[config.mk]
export PLATFORM = sky130hd
export DESIGN_NAME = rcp_clock_regs
export DESIGN_NICKNAME = d
export VERILOG_FILES = /design/src/rcp_clock_regs.v
export VERILOG_INCLUDE_DIRS = /design/src
export SDC_FILE = /design/constraint.sdc
export NUM_CORES = 1
export LEC_CHECK = 0
export BUFFER_PORTS_ARGS = -buffer_cell sky130_fd_sc_hd__buf_2
export CELL_PAD_IN_SITES_DETAIL_PLACEMENT = 2
export CELL_PAD_IN_SITES_GLOBAL_PLACEMENT = 2
export CORE_ASPECT_RATIO = 0.6
export CORE_MARGIN = 10
export CORE_UTILIZATION = 35
export DETAILED_ROUTE_END_ITERATION = 10
export PLACE_DENSITY = 0.94
export SYNTH_ARGS = -nofsm -noshare
export SYNTH_HDL_FRONTEND = slang
export SYNTH_HIERARCHICAL = 1
export SYNTH_SLANG_ARGS = --single-unit
[constraint.sdc]
create_clock -name hclk -period 7.35 [get_ports hclk]
set_clock_uncertainty 0.2 [all_clocks]
set_input_delay 0.735 -clock hclk [delete_from_list [all_inputs] [get_ports hclk]]
set_output_delay 0.735 -clock hclk [all_outputs]
set_load 0.05 [all_outputs]
[src/rcp_map.vh]
// Purpose: Offsets, fields, reset values and counts of the clock regs
// Assumes: Byte addresses on a 32-bit AHB-Lite bus
// Notes: Definitions only
`ifndef RCP_MAP_VH
`define RCP_MAP_VH

`define RCP_ADDR_W 8
`define RCP_OFS_CAUSE 8'h74
`define RCP_OFS_SPREAD 8'h80
`define RCP_OFS_AUDIO 8'h84
`define RCP_OFS_DCK 8'h8c

`define RCP_RST_CAUSE 32'h0e000000
`define RCP_RST_SPREAD 32'h00000000
`define RCP_RST_AUDIO 32'h24003000
`define RCP_RST_DCK 32'h00000000

`define RCP_BIT_LP 31
`define RCP_BIT_WWD 30
`define RCP_BIT_IWD 29
`define RCP_BIT_SW 28
`define RCP_BIT_POR 27
`define RCP_BIT_PIN 26
`define RCP_BIT_BOR 25
`define RCP_BIT_CLR 24
`define RCP_BIT_RDY 1
`define RCP_BIT_EN 0
`define RCP_FLAGS_RST 7'h07

`define RCP_BIT_SSEN 31
`define RCP_BIT_SHAPE 30
`define RCP_STEP_HI 27
`define RCP_STEP_LO 13
`define RCP_PER_HI 12
`define RCP_PER_LO 0

`define RCP_ODIV_HI 30
`define RCP_ODIV_LO 28
`define RCP_MUL_HI 14
`define RCP_MUL_LO 6
`define RCP_IDIV_HI 5
`define RCP_IDIV_LO 0
`define RCP_AUDIO_RSVD 32'h04000000

`define RCP_BIT_TIMER_CLOCK_PRESCALE_SELECT 24

`define RCP_SPREAD_WMASK 32'hcfffffff
`define RCP_AUDIO_WMASK 32'h70007fff
`define RCP_DCK_WMASK 32'h01000000

`define RCP_ODIV_MIN 3'h2
`define RCP_MUL_MIN 9'h032
`define RCP_MUL_MAX 9'h1b0
`define RCP_IDIV_MIN 6'h02

`define RCP_SLOW_RC_FALL 2'h3

`define RCP_TSEL_CORE 2'h0
`define RCP_TSEL_X2 2'h1
`define RCP_TSEL_X4 2'h2
`define RCP_PRE_DIV2 3'h4

`endif

[src/rcp_clock_regs.v]
// Purpose: Reset cause flags, slow RC handshake, PLL and timer clock settings
// Assumes: AHB-Lite slave, zero wait states while clk_enable is high, hclk at 125 MHz
// Notes: Cause flags are reset only by power_resetn, which leaves bits 27 to 25 set, or cleared by the clear bit
//
// Functional notes
// - Low-power reset sets bit 31, held until software clears flags.
// - Window watchdog reset sets bit 30.
// - Independent watchdog reset sets bit 29.
// - Software reset sets bit 28.
// - Power-on or power-down reset sets bit 27.
// - External reset pin sets bit 26.
// - Power-on, power-down or brownout reset sets bit 25.
// - Writing one to bit 24 clears flags 31 to 25; zero does nothing.
// - Ready bit 1 high while slow oscillator is enabled and stable.
// - After enable clears, ready falls after three oscillator cycles.
// - Enable bit 0 switches the slow oscillator on and off.
// - PLL and dedicated registers take word, half, byte; wait states only while clk_enable is low.
// - Spread bit 31 enables main PLL modulation.
// - Spread bit 30 selects center (0) or down (1) spread.
// - Bits 27:13 set modulation amplitude, bits 12:0 its period.
// - Audio output divider 30:28 divides VCO; codes 0 and 1 invalid.
// - Audio multiplier 14:6 valid only from 50 to 432.
// - Byte writes never update the audio multiplier.
// - Multiplier and input divider writable only while audio PLL off.
// - Audio input divider 5:0 valid from 2 to 63.
// - Timer prescale select picks core, twice or four times bus clock.
`include "rcp_map.vh"
`timescale 1ns/1ps

module rcp_sync #(
  parameter WIDTH = 1
) (
  input wire hclk,
  input wire rst_n,
  input wire clk_enable,
  input wire [WIDTH-1:0] async_in,
  output reg [WIDTH-1:0] sync_out
);
  reg [WIDTH-1:0] stage1;

  always @(posedge hclk or negedge rst_n) begin
    if (!rst_n) begin
      stage1 <= {WIDTH{1'b0}};
      sync_out <= {WIDTH{1'b0}};
    end else if (clk_enable) begin
      stage1 <= async_in;
      sync_out <= stage1;
    end
  end
endmodule

module rcp_clock_regs (
  input wire hclk,
  input wire hresetn,
  input wire power_resetn,
  input wire clk_enable,
  input wire hsel,
  input wire [31:0] haddr,
  input wire [1:0] htrans,
  input wire hwrite,
  input wire [2:0] hsize,
  input wire [31:0] hwdata,
  input wire hready,
  output wire hreadyout,
  output wire hresp,
  output reg [31:0] hrdata,
  input wire low_power_reset_event,
  input wire window_dog_reset_event,
  input wire independent_dog_reset_event,
  input wire software_reset_event,
  input wire power_on_reset_event,
  input wire external_reset_pin_event,
  input wire brownout_reset_event,
  input wire slow_rc_clk,
  input wire slow_rc_stable,
  input wire audio_pll_enable,
  input wire [2:0] apb1_prescale,
  input wire [2:0] apb2_prescale,
  output reg slow_rc_enable,
  output reg slow_rc_ready,
  output reg low_power_reset_flag,
  output reg window_dog_reset_flag,
  output reg independent_dog_reset_flag,
  output reg software_reset_flag,
  output reg power_on_reset_flag,
  output reg pin_reset_flag,
  output reg brownout_reset_flag,
  output reg spread_enable,
  output reg spread_shape_select,
  output reg [14:0] modulation_step,
  output reg [12:0] modulation_period,
  output reg [2:0] audio_pll_out_divider,
  output reg [8:0] audio_pll_multiplier,
  output reg [5:0] audio_pll_in_divider,
  output reg audio_pll_config_valid,
  output reg timer_clock_prescale_select,
  output reg [1:0] apb1_timer_clock_sel,
  output reg [1:0] apb2_timer_clock_sel
);

  // Synchronised pin inputs
  wire [6:0] event_sync;
  wire [2:0] osc_sync;
  wire slow_rc_clk_s;
  wire slow_rc_stable_s;
  wire audio_pll_enable_s;

  rcp_sync #(.WIDTH(7)) u_event_sync (
    .hclk(hclk),
    .rst_n(power_resetn),
    .clk_enable(clk_enable),
    .async_in({low_power_reset_event, window_dog_reset_event,
               independent_dog_reset_event, software_reset_event,
               power_on_reset_event, external_reset_pin_event,
               brownout_reset_event}),
    .sync_out(event_sync)
  );

  rcp_sync #(.WIDTH(3)) u_osc_sync (
    .hclk(hclk),
    .rst_n(hresetn),
    .clk_enable(clk_enable),
    .async_in({slow_rc_clk, slow_rc_stable, audio_pll_enable}),
    .sync_out(osc_sync)
  );

  assign slow_rc_clk_s = osc_sync[2];
  assign slow_rc_stable_s = osc_sync[1];
  assign audio_pll_enable_s = osc_sync[0];

  // Byte lanes touched by an access
  function [3:0] lanes;
    input [2:0] size;
    input [1:0] low;
    begin
      case (size)
        3'h0: lanes = 4'h1 << low;
        3'h1: lanes = low[1] ? 4'hc : 4'h3;
        default: lanes = 4'hf;
      endcase
    end
  endfunction

  // Timer clock multiple for one bus prescaler
  function [1:0] timer_sel;
    input [2:0] pre;
    input sel;
    begin
      if (!sel) begin
        timer_sel = pre[2] ? `RCP_TSEL_X2 : `RCP_TSEL_CORE;
      end else if (!pre[2] || pre == `RCP_PRE_DIV2) begin
        timer_sel = `RCP_TSEL_CORE;
      end else begin
        timer_sel = `RCP_TSEL_X4;
      end
    end
  endfunction

  // Bus address and data phases
  reg dp_valid;
  reg dp_write;
  reg [`RCP_ADDR_W-1:0] dp_addr;
  reg [2:0] dp_size;
  wire accept;
  wire wr_now;
  wire [3:0] wr_lanes;
  wire [31:0] wr_bits;

  assign hreadyout = clk_enable;
  assign hresp = 1'b0;
  assign accept = hsel & htrans[1] & hready & clk_enable;
  assign wr_now = dp_valid & dp_write & clk_enable;
  assign wr_lanes = lanes(dp_size, dp_addr[1:0]);
  assign wr_bits = {{8{wr_lanes[3]}}, {8{wr_lanes[2]}},
                    {8{wr_lanes[1]}}, {8{wr_lanes[0]}}};

  always @(posedge hclk or negedge hresetn) begin
    if (!hresetn) begin
      dp_valid <= 1'b0;
      dp_write <= 1'b0;
      dp_addr <= {`RCP_ADDR_W{1'b0}};
      dp_size <= 3'h0;
    end else if (clk_enable) begin
      dp_valid <= accept;
      if (accept) begin
        dp_write <= hwrite;
        dp_addr <= haddr[`RCP_ADDR_W-1:0];
        dp_size <= hsize;
      end
    end
  end

  wire wr_cause = wr_now && {dp_addr[`RCP_ADDR_W-1:2], 2'h0} == `RCP_OFS_CAUSE;
  wire wr_spread = wr_now && {dp_addr[`RCP_ADDR_W-1:2], 2'h0} == `RCP_OFS_SPREAD;
  wire wr_audio = wr_now && {dp_addr[`RCP_ADDR_W-1:2], 2'h0} == `RCP_OFS_AUDIO;
  wire wr_dck = wr_now && {dp_addr[`RCP_ADDR_W-1:2], 2'h0} == `RCP_OFS_DCK;

  // Reset cause flags, power reset domain
  wire [6:0] flags;
  reg [6:0] next_flags;
  wire clear_reset_flags;

  assign flags = {low_power_reset_flag, window_dog_reset_flag,
                  independent_dog_reset_flag, software_reset_flag,
                  power_on_reset_flag, pin_reset_flag, brownout_reset_flag};
  assign clear_reset_flags = wr_cause & wr_lanes[3] & hwdata[`RCP_BIT_CLR];

  always @* begin
    next_flags = flags;
    if (clear_reset_flags) begin
      next_flags = 7'h00;
    end
    // Set wins over a clear in the same cycle
    next_flags[6] = next_flags[6] | event_sync[6];
    next_flags[5] = next_flags[5] | event_sync[5];
    next_flags[4] = next_flags[4] | event_sync[4];
    next_flags[3] = next_flags[3] | event_sync[3];
    next_flags[2] = next_flags[2] | event_sync[2];
    next_flags[1] = next_flags[1] | event_sync[1];
    next_flags[0] = next_flags[0] | event_sync[0] | event_sync[2];
  end

  always @(posedge hclk or negedge power_resetn) begin
    if (!power_resetn) begin
      {low_power_reset_flag, window_dog_reset_flag,
       independent_dog_reset_flag, software_reset_flag,
       power_on_reset_flag, pin_reset_flag,
       brownout_reset_flag} <= `RCP_FLAGS_RST;
    end else if (clk_enable) begin
      {low_power_reset_flag, window_dog_reset_flag,
       independent_dog_reset_flag, software_reset_flag,
       power_on_reset_flag, pin_reset_flag,
       brownout_reset_flag} <= next_flags;
    end
  end

  // Slow RC oscillator enable and ready
  reg next_slow_rc_enable;
  reg next_slow_rc_ready;
  reg slow_rc_clk_d;
  reg [1:0] fall_count;
  reg [1:0] next_fall_count;
  wire osc_rise;

  assign osc_rise = slow_rc_clk_s & ~slow_rc_clk_d;

  always @* begin
    next_slow_rc_enable = slow_rc_enable;
    if (wr_cause && wr_lanes[0]) begin
      next_slow_rc_enable = hwdata[`RCP_BIT_EN];
    end
  end

  always @* begin
    next_slow_rc_ready = slow_rc_ready;
    next_fall_count = 2'h0;
    if (slow_rc_enable) begin
      next_slow_rc_ready = slow_rc_stable_s;
    end else if (slow_rc_ready) begin
      next_fall_count = fall_count;
      if (osc_rise) begin
        if (fall_count == `RCP_SLOW_RC_FALL - 2'h1) begin
          next_slow_rc_ready = 1'b0;
          next_fall_count = 2'h0;
        end else begin
          next_fall_count = fall_count + 2'h1;
        end
      end
    end
  end

  always @(posedge hclk or negedge hresetn) begin
    if (!hresetn) begin
      slow_rc_enable <= 1'b0;
      slow_rc_ready <= 1'b0;
      slow_rc_clk_d <= 1'b0;
      fall_count <= 2'h0;
    end else if (clk_enable) begin
      slow_rc_enable <= next_slow_rc_enable;
      slow_rc_ready <= next_slow_rc_ready;
      slow_rc_clk_d <= slow_rc_clk_s;
      fall_count <= next_fall_count;
    end
  end

  // Spread spectrum, audio PLL and dedicated clock registers
  reg [31:0] spread_reg;
  reg [31:0] audio_reg;
  reg [31:0] dck_reg;
  reg [31:0] next_spread;
  reg [31:0] next_audio;
  reg [31:0] next_dck;
  reg [31:0] audio_mask;

  always @* begin
    next_spread = spread_reg;
    if (wr_spread) begin
      next_spread = (spread_reg & ~(wr_bits & `RCP_SPREAD_WMASK)) |
                    (hwdata & wr_bits & `RCP_SPREAD_WMASK);
    end
  end

  always @* begin
    audio_mask = wr_bits & `RCP_AUDIO_WMASK;
    if (dp_size == 3'h0) begin
      audio_mask[`RCP_MUL_HI:`RCP_MUL_LO] = 9'h000;
    end
    if (audio_pll_enable_s) begin
      audio_mask[`RCP_MUL_HI:`RCP_MUL_LO] = 9'h000;
      audio_mask[`RCP_IDIV_HI:`RCP_IDIV_LO] = 6'h00;
    end
    next_audio = audio_reg;
    if (wr_audio) begin
      next_audio = (audio_reg & ~audio_mask) | (hwdata & audio_mask);
    end
  end

  always @* begin
    next_dck = dck_reg;
    if (wr_dck) begin
      next_dck = (dck_reg & ~(wr_bits & `RCP_DCK_WMASK)) |
                 (hwdata & wr_bits & `RCP_DCK_WMASK);
    end
  end

  always @(posedge hclk or negedge hresetn) begin
    if (!hresetn) begin
      spread_reg <= `RCP_RST_SPREAD;
      audio_reg <= `RCP_RST_AUDIO;
      dck_reg <= `RCP_RST_DCK;
    end else if (clk_enable) begin
      spread_reg <= next_spread;
      audio_reg <= next_audio;
      dck_reg <= next_dck;
    end
  end

  // Field outputs, registered from next values at the same edge as the register
  wire [2:0] odiv_n = next_audio[`RCP_ODIV_HI:`RCP_ODIV_LO];
  wire [8:0] mul_n = next_audio[`RCP_MUL_HI:`RCP_MUL_LO];
  wire [5:0] idiv_n = next_audio[`RCP_IDIV_HI:`RCP_IDIV_LO];

  always @(posedge hclk or negedge hresetn) begin
    if (!hresetn) begin
      spread_enable <= 1'b0;
      spread_shape_select <= 1'b0;
      modulation_step <= 15'h0000;
      modulation_period <= 13'h0000;
      audio_pll_out_divider <= 3'h0;
      audio_pll_multiplier <= 9'h000;
      audio_pll_in_divider <= 6'h00;
      audio_pll_config_valid <= 1'b0;
      timer_clock_prescale_select <= 1'b0;
      apb1_timer_clock_sel <= `RCP_TSEL_CORE;
      apb2_timer_clock_sel <= `RCP_TSEL_CORE;
    end else if (clk_enable) begin
      spread_enable <= next_spread[`RCP_BIT_SSEN];
      spread_shape_select <= next_spread[`RCP_BIT_SHAPE];
      modulation_step <= next_spread[`RCP_STEP_HI:`RCP_STEP_LO];
      modulation_period <= next_spread[`RCP_PER_HI:`RCP_PER_LO];
      audio_pll_out_divider <= odiv_n;
      audio_pll_multiplier <= mul_n;
      audio_pll_in_divider <= idiv_n;
      audio_pll_config_valid <= (odiv_n >= `RCP_ODIV_MIN) &&
                                (mul_n >= `RCP_MUL_MIN) &&
                                (mul_n <= `RCP_MUL_MAX) &&
                                (idiv_n >= `RCP_IDIV_MIN);
      timer_clock_prescale_select <= next_dck[`RCP_BIT_TIMER_CLOCK_PRESCALE_SELECT];
      apb1_timer_clock_sel <= timer_sel(apb1_prescale,
                                        next_dck[`RCP_BIT_TIMER_CLOCK_PRESCALE_SELECT]);
      apb2_timer_clock_sel <= timer_sel(apb2_prescale,
                                        next_dck[`RCP_BIT_TIMER_CLOCK_PRESCALE_SELECT]);
    end
  end

  // Read data from the values the registers take at this edge
  reg [31:0] rd_value;
  wire [31:0] cause_value;

  assign cause_value = {next_flags, 1'b0, 22'h000000,
                        next_slow_rc_ready, next_slow_rc_enable};

  always @* begin
    case ({haddr[`RCP_ADDR_W-1:2], 2'h0})
      `RCP_OFS_CAUSE: rd_value = cause_value;
      `RCP_OFS_SPREAD: rd_value = next_spread;
      `RCP_OFS_AUDIO: rd_value = next_audio | `RCP_AUDIO_RSVD;
      `RCP_OFS_DCK: rd_value = next_dck;
      default: rd_value = 32'h00000000;
    endcase
  end

  always @(posedge hclk or negedge hresetn) begin
    if (!hresetn) begin
      hrdata <= 32'h00000000;
    end else if (clk_enable) begin
      if (accept && !hwrite) begin
        hrdata <= rd_value;
      end
    end
  end

endmodule

==> results.py, run 1 <==
metrics = {
    "outcome": {
        "outcome": "completed",
    },
    "clock_network": {
        "ctsResizeCount": 0,
        "cts_tree": "yes",
        "ctsHoldBuffers": 0,
        "cts_buffer_depth": 2,
        "cts.htree.levels": 4,
        "cts_sinks": 134,
        "postCtsSetupBuffers": 0,
        "cts.clk_slew.worst_paths_ns": 0.06,
        "clk-insertion-delay-late_ns": 0.42,
        "cts_buffers": 17,
        "cts-root-buf": "clkbuf_16",
    },
    "timing": {
        "finalSetupViolCount": 0,
        "slew_headroom_pct": 28.1,
        "worst_slew_pin_slew_ns": 1.08,
        "hold_ws_ns": 0.0482,
        "slew_violations": 0,
        "period_needed_ns": 3.28,
        "rsz0062_at_grt": "no",
        "fin_tns_setup_ns": 0,
        "max_clock_freq_mhz": 305,
        "fin_crit_sh_pct": 44.6,
        "hold_violations": 0,
    },
    "logic_synthesis": {
        "synth.avg_cell_area_um2": 12.9,
        "synth_cell_types": 67,
        "ys_async_sr_fraction_pct": 100,
        "synth_enable_flop_cells": 0,
        "synth_nets": 552,
        "yosys_warnings": 6,
        "synth_ff_type": "dfrtp_1",
        "syn-instance-count": 460,
        "netlist_area_um2": 5950,
        "synth_seq_cells": 134,
        "synth-seq-area-share_pct": 56.5,
    },
    "grt": {
        "track_usage_pct": 19.3,
        "grt_pass1_wl_um": 33700,
        "antenna_found_initial": 0,
        "grt_max_degree": 83,
        "grt.overflow.total": 0,
        "grt_pass1_vias": 5374,
    },
    "finish": {
        "fin_area_um2": 7420,
        "final_nets": 700,
        "largestRegisters": "hrdata x32, modulation_step x14, modulation_period x12",
        "syn_to_final_growth_pct": 24.8,
        "largest_register": "hrdata",
        "largest_reg_flops": 32,
        "drive_gt1_share_pct": 46.9,
        "n_antenna_cell": 0,
        "final_util_pct": 45.2,
    },
    "setup_path": {
        "path_cells": "buf_2, buf_4, nand3_1, a2111oi_4, mux2_4, a32o_1, a221o_1",
        "path_class": "in2reg",
        "cp.required_ns": 7.44,
        "slowest_delay_ns": 0.67,
        "endpoint_kind": "flip-flop",
        "cp-start-kind": "primary input",
        "cp_top_family": "compound AO/OA/AOI/OAI gates",
        "crit_slowest_cell": "a2111oi_4",
        "arrival_ns": 3.36,
        "worst-path-buf-inv": 2,
        "crit_fanout": 43,
    },
    "placed_design": {
        "postPlaceCellArea_um2": 6840,
        "io_buffer_count": 162,
        "dpl.hpwl_um": 16000,
        "gp_congestion": 0.866,
    },
    "routing": {
        "dr.pass1.iters": 4,
        "drt-wirelength-per-cell_um": 25.6,
        "vias": 4494,
        "drt_iter0_drc": 375,
        "drc": 0,
        "ant_nets": 0,
        "routed_via_density": 5.29,
        "totalWireLength_um": 21700,
    },
    "power": {
        "vdd_drop_max_v": 0.000138,
        "p_leak_nw": 3.80,
        "power_density_nw_per_um2": 257,
    },
    "die": {
        "num_rows": 36,
        "die_w_um": 188,
        "io-pin-count": 189,
        "core_um2": 16400,
        "die_area_um2": 22800,
        "initial_core_util_pct": 36.2,
        "fp.dieH_um": 121,
    },
    "min_path": {
        "worstHoldPathType": "in2async",
    },
    "run": {
        "drv_cap": 0,
    },
}
## cells by family (layout without fill, tap and decap cells)
kind of cell           after synthesis  after routing  share of synthesized area, %
DFF                                134            134                          56.5
AOI/OAI and AO/OA                  106            106                          14.2
and+or+nand+nor                    101            101                          9.68
muxes                               76             76                          15.3
buffers and inverters               42            203                          4.27
other                                1              1                        0.0631
## path summary, 6_finish.rpt
| path | startpoint | endpoint | slack [ns] | cells past startpoint |
|---|---|---|---|---|
| hold / removal | hresetn | u_osc_sync/stage1[2] | 0.05 | 1 |
| hold reg to reg | apb1_timer_clock_sel[0] | apb1_timer_clock_sel[0] | 0.30 | 1 |
| setup reg to reg | dp_addr[5] | hrdata[30] | 4.40 | 5 |
| max in group asynchronous | hresetn | audio_pll_out_divider[0] | 5.47 | 2 |
| setup / recovery | clk_enable | hrdata[30] | 4.07 | 7 |
| min in group hclk | apb1_timer_clock_sel[0] | apb1_timer_clock_sel[0] | 0.30 | 1 |
## stage by stage
stage	total power, mW	setup WS (ns)	std cells
2_1_floorplan	0.964	4.78	460
3_3_place_gp	1.04	3.81	817
3_5_place_dp	1.06	3.71	817
4_1_cts	1.93	4.07	849
5_1_grt	1.99	3.95	849
6_report	1.91	4.07	849
## cell usage after synthesis (all sizes together), types with 4 or more instances
master	number	area, µm²
dfrtp	128	3200
mux2	73	878
nand2	26	113
buf	25	189
o21ai	22	110
nor2	17	71.3
a21oi	15	78.8
a22o	15	131
a221o	14	140
and2	14	87.6
clkbuf	11	42.5
nand3	10	50.1
dfstp	6	158
inv	5	18.8
nor2b	5	31.3
and3	4	25.0
o2bb2ai	4	35.0
## per-layer routing
metal | part of all wire (%) | vias up | wire (µm) | global-route usage (%)
met5 | 0 | - | 0 | 0
met4 | 0.86 | 0 | 187 | 4.53
met3 | 7.1 | 20 | 1540 | 6.75
met2 | 48 | 136 | 10400 | 31.4
met1 | 44 | 2352 | 9620 | 24.1
li1 | - | 1986 | - | -
## cell usage in the layout, fill, tap and decap left out, types with 3 or more instances in the layout
master        n
a21boi_0      3
mux2_2       58
dfstp_2       6
nand4_1       3
nor2b_1       5
o211ai_1      3
o2bb2ai_1     4
o21ai_0      20
inv_1         5
nand3_1      10
or2_2         3
a21oi_1      14
and2_1       12
nand2b_1      3
clkbuf_16    17
inv_6         4
nor4_1        3
clkinvlp_4    4
buf_4         4
nor2_1       16
mux2_4       15
clkinv_2      3
and3_1        4
or4_1         3
buf_2       161
a221o_1      14
dfrtp_1     128
mux2i_1       3
a22o_1       15
nand2_1      24
## cell type report
type                    count  area (µm²)
clock buffers              18         439
clock inverters            14         149
fillers                  1659        9020
inverters                   6        22.5
multi-input cells         284        2330
flip-flops and latches    134        3360
well taps                 228         285
repair buffers            165         836
## power breakdown
group	switching, mW	internal (mW)	total (mW)
clock network	0.353	0.512	0.865
logic	0.142	0.0755	0.218
registers	0.0458	0.781	0.827
No activity file was read; power rests on OpenSTA's default activity.
==> run 2, diff against run 1 <==
CORE_UTILIZATION = 30   (was 35)
PLACE_DENSITY = 0.87   (was 0.94)
clock period = 2.7 ns   (was 7.35 ns; I/O delays follow)
==> run 2 against run 1 <==
Compared with the run above:
- combinational power grew to 3.2 times the previous value
- sequential power increased to 2.7 times the previous value
- flip-flop and latch count stayed put
- largest cell class unchanged
==> results.py, run 2 (same netlist as run 1, synthesis figures left out) <==
metrics = {
    "routing": {
        "met2WireLength_um": 11200,
        "drc": 0,
        "routed_via_density": 5.05,
        "drt_iter0_drc": 260,
        "wl_met1_um": 10400,
        "routed.top_layer": "met4",
        "totalWireLength_um": 23600,
        "drt-wirelength-per-cell_um": 24.5,
        "wl_met3_um": 1590,
        "ant_nets": 0,
        "dr.pass1.iters": 4,
        "vias": 4858,
    },
    "clock_network": {
        "cts.htree.levels": 4,
        "cts.clk_slew.worst_paths_ns": 0.06,
        "clk-insertion-delay-late_ns": 0.43,
        "cts_sinks": 134,
        "cts-root-buf": "clkbuf_16",
        "cts_buffer_depth": 2,
        "postCtsSetupBuffers": 0,
        "cts_buffers": 17,
        "cts_tree": "yes",
    },
    "setup_path": {
        "arrival_ns": 2.74,
        "cp_top_family": "compound AO/OA/AOI/OAI gates",
        "worst-path-buf-inv": 0,
        "path_cells": "or4b_4, a2111oi_4, mux2_4, a32o_1, a221o_1",
        "cp.required_ns": 2.81,
        "path_class": "reg2reg",
        "slowest_delay_ns": 0.57,
        "crit_slowest_cell": "or4b_4",
        "cp-start-kind": "flip-flop",
        "crit_fanout": 4,
        "endpoint_kind": "flip-flop",
    },
    "die": {
        "initial_core_util_pct": 30.9,
        "die_w_um": 202,
        "num_rows": 39,
        "fp.dieH_um": 129,
        "die_area_um2": 26000,
        "core_um2": 19200,
        "io-pin-count": 189,
    },
    "outcome": {
        "outcome": "completed",
    },
    "timing": {
        "period_needed_ns": 2.62,
        "slew_headroom_pct": 53.2,
        "hold_ws_ns": 0.0785,
        "slew_violations": 0,
        "fin_crit_sh_pct": 97.2,
        "hold_violations": 0,
        "fin_tns_setup_ns": 0,
        "worst_slew_pin_slew_ns": 0.695,
        "finalSetupViolCount": 0,
        "max_clock_freq_mhz": 381,
        "rsz0062_at_grt": "no",
    },
    "finish": {
        "final_nets": 775,
        "fin_area_um2": 8190,
        "final_common_cell": "buf_2",
        "n_antenna_cell": 0,
        "syn_to_final_growth_pct": 37.7,
        "largestRegisters": "hrdata x32, modulation_step x14, modulation_period x12",
        "final_cell_mix": "buf_2, dfrtp_1, dlygate4sd3_1",
        "largest_register": "hrdata",
        "drive_gt1_share_pct": 43.5,
        "stdcell_count": 962,
        "fillCellCount": 1952,
        "largest_reg_flops": 32,
    },
    "power": {
        "vdd_drop_max_v": 0.000429,
        "power_mw": 5.20,
        "p_leak_nw": 4.12,
        "power_density_nw_per_um2": 635,
    },
    "grt": {
        "grt_pass1_wl_um": 36800,
        "grt_max_degree": 62,
        "antenna_found_initial": 0,
        "grt_pass1_vias": 5699,
        "track_usage_pct": 18.6,
        "grt.overflow.total": 0,
    },
    "run": {
        "drv_cap": 0,
    },
    "placed_design": {
        "gp_congestion": 0.848,
        "dpl.hpwl_um": 16800,
        "io_buffer_count": 162,
        "postPlaceCellArea_um2": 7010,
        "dp_cells": 869,
    },
    "min_path": {
        "worstHoldPathType": "in2async",
    },
}
==> run 2: cell types whose count changed in the layout (fill, tap and decap cells not counted), sizes merged <==
| cell | change |
|---|---|
| inv | -4 |
| bufinv | -1 |
| clkinv | +1 |
| buf | +14 |
| dlygate4sd3 | +61 |
| clkinvlp | -2 |
| clkbuf | +6 |
==> run 2: layout make-up <==
type                            count  area (µm²)  area share (%)
Clock inverter                      8        73.8           0.901
Timing Repair Buffer              240        1580            19.2
Sequential cell                   134        3360            41.0
Inverter                            6        22.5           0.275
Tap cell                          266         333            4.06
Multi-Input combinational cell    284        2330            28.5
Clock buffer                       24         492            6.00
==> run 2: worst paths after layout <==
path / startpoint / to / slack, ns / cells after the start
worst max-delay path: dp_addr[5] / hrdata[30] / 0.08 / 5
worst min-delay path: hresetn / dp_size[1] / 0.08 / 2
worst max register to register: dp_addr[5] / hrdata[30] / 0.08 / 5
worst min register to register: brownout_reset_flag / brownout_reset_flag / 0.29 / 2
max in group asynchronous: hresetn / audio_reg[13] / 1.42 / 3
min in group hclk: apb2_prescale[0] / apb2_timer_clock_sel[1] / 0.11 / 3
==> run 2: report_power, final <==
group	switching (mW)	internal [mW]	leakage, nW
clock	0.898	1.36	0.276
sequential	0.114	2.13	1.75
combinational	0.423	0.279	2.10
==> run 2: what timing repair did <==
| action | 4_1_cts | 5_1_grt |
|---|---|---|
| endpoints found under the setup margin | 0 | 4 |
| hold buffers | 61 | 0 |
| resized for setup | 0 | 1 |
| hold endpoints to repair | 208 | 0 |
==> run 2: metrics by stage <==
step / utilization, % / setup slack [ns]
after global routing: 42.6 / 0.0252
after floorplan: - / 0.129
final: 42.6 / 0.0763
after CTS: 42.6 / 0.0492
after detailed placement: 36.5 / -0.0235
after global placement: 36.5 / 0.102
==> run 2: routing by layer <==
| layer | vias up | track usage [%] |
|---|---|---|
| met5 | - | 0 |
| met4 | 0 | 6.51 |
| met3 | 38 | 6.69 |
| met2 | 159 | 30.2 |
| met1 | 2534 | 22.5 |
| li1 | 2127 | - |
==> run 3, diff against run 2 <==
==> constraint.sdc (replaced) <==
create_clock -name hclk -period 2.7 [get_ports hclk]
set_clock_uncertainty 0.2 [all_clocks]
set_input_delay 0.135 -clock hclk [delete_from_list [all_inputs] [get_ports hclk]]
set_output_delay 0.135 -clock hclk [all_outputs]
set_load 0.05 [all_outputs]
==> run 3 against run 2 <==
Compared with the run above:
- flip-flop and latch count did not move
- sequential power is essentially flat
- fmax down 1.1%
- utilization grew 0.46 points
- setup slack got worse by 0.028 ns
- critical path type unchanged
- highest routed layer unchanged
==> results.py, run 3 (same netlist as run 1, synthesis figures left out) <==
metrics = {
    "timing": {
        "slew_headroom_pct": 43.1,
        "max_clock_freq_mhz": 377,
        "worst_slew_pin_slew_ns": 0.845,
        "slew_violations": 0,
        "fin_crit_sh_pct": 98.2,
        "finalSetupViolCount": 0,
        "hold_violations": 0,
        "fin_tns_setup_ns": 0,
        "period_needed_ns": 2.65,
    },
    "die": {
        "initial_core_util_pct": 30.9,
        "io-pin-count": 189,
        "core_um2": 19200,
        "die_area_um2": 26000,
        "num_rows": 39,
        "fp.dieH_um": 129,
        "die_w_um": 202,
    },
    "finish": {
        "largest_register": "hrdata",
        "final_util_pct": 43.1,
        "final_nets": 775,
        "largest_reg_flops": 32,
        "largestRegisters": "hrdata x32, modulation_step x14, modulation_period x12",
        "drive_gt1_share_pct": 44.1,
        "final_cell_mix": "buf_2, dfrtp_1, dlygate4sd3_1",
        "n_antenna_cell": 0,
        "final_common_cell": "buf_2",
        "syn_to_final_growth_pct": 39.2,
    },
    "placed_design": {
        "io_buffer_count": 162,
        "gp_congestion": 0.843,
        "dpl.hpwl_um": 16400,
    },
    "setup_path": {
        "endpoint_kind": "flip-flop",
        "critical_path.startpoint": "dp_addr[5]",
        "worst-path-buf-inv": 0,
        "cp.required_ns": 2.81,
        "slowest_delay_ns": 0.58,
        "timing.rr.start": "dp_addr[5]",
        "arrival_ns": 2.76,
        "path_cells": "or4b_4, a2111oi_4, mux2_4, a32o_1, a221o_1",
        "cp_top_family": "compound AO/OA/AOI/OAI gates",
        "crit_fanout": 4,
        "cp-start-kind": "flip-flop",
        "path_class": "reg2reg",
        "crit_slowest_cell": "or4b_4",
    },
    "run": {
        "drv_cap": 0,
    },
    "grt": {
        "grt_max_degree": 54,
        "grt_pass1_wl_um": 37200,
        "antenna_found_initial": 0,
        "grt_pass1_vias": 5819,
        "track_usage_pct": 18.6,
        "grt.overflow.total": 0,
    },
    "routing": {
        "vias": 4896,
        "drt-wirelength-per-cell_um": 25.0,
        "routed_via_density": 5.09,
        "totalWireLength_um": 24000,
        "drc": 0,
        "ant_nets": 0,
        "drt_iter0_drc": 207,
        "dr.pass1.iters": 4,
    },
    "clock_network": {
        "cts-root-buf": "clkbuf_16",
        "postCtsSetupBuffers": 0,
        "cts_buffer_depth": 2,
        "cts_sinks": 134,
        "cts.clk_slew.worst_paths_ns": 0.06,
        "cts_tree": "yes",
        "cts.htree.levels": 4,
        "clk-insertion-delay-late_ns": 0.43,
        "cts_buffers": 17,
    },
    "power": {
        "power_density_nw_per_um2": 670,
        "p_leak_nw": 4.15,
        "vdd_drop_max_v": 0.000415,
    },
    "outcome": {
        "outcome": "completed",
    },
    "min_path": {
        "worstHoldPathType": "in2async",
    },
}
-- run 3: cell type report --
cell class | instances | area [µm²]
clock inverter | 13 | 204
clock buffer | 19 | 443
tap | 266 | 333
inverter | 6 | 22.5
fill | 1992 | 10900
sequential | 134 | 3360
timing repair buffer | 240 | 1570
multi-input combinational | 284 | 2350
-- run 3: where the power goes --
part	switching, mW	leakage, nW	internal (mW)
combinational	0.434	2.10	0.280
sequential	0.117	1.75	2.13
clock	0.932	0.305	1.66
total	1.48	4.15	4.07
-- run 3: metal layers --
metal	vias to the layer above	share of wire (%)	track usage, %
li1	2134	-	-
met1	2578	42	21.9
met3	26	7.9	7.02
met4	0	1.3	5.59
met5	-	0	0
met2	158	49	31.3
-- run 3: worst paths after layout --
path                                           to  slack [ns]  cells past startpoint
max                                    hrdata[30]        0.05                      5
min                        u_event_sync/stage1[3]        0.02                      2
max reg2reg                            hrdata[30]        0.05                      5
min reg2reg                            hrdata[31]        0.29                      2
max in group asynchronous              dp_addr[1]        1.35                      3
min in group hclk                      dp_addr[0]        0.19                      3
-- run 3: stage by stage --
stage	instances	total power, mW	cell area (µm²)	setup WS, ns	hold WS, ns
floorplan	460	2.62	5950	0.129	-0.361
global placement	867	2.85	6990	0.127	-0.0917
detailed placement	867	2.89	6990	0.0493	-0.0767
CTS	962	5.58	8260	0.0267	0.0128
global route	962	5.78	8280	-0.00962	0.0383
finish	962	5.55	8280	0.0483	0.0180
-- run 3: what timing repair did --
item	CTS	global route
gates resized for setup	0	7
setup endpoints to repair	0	18
hold buffers	63	0
endpoints found under the hold margin	182	0
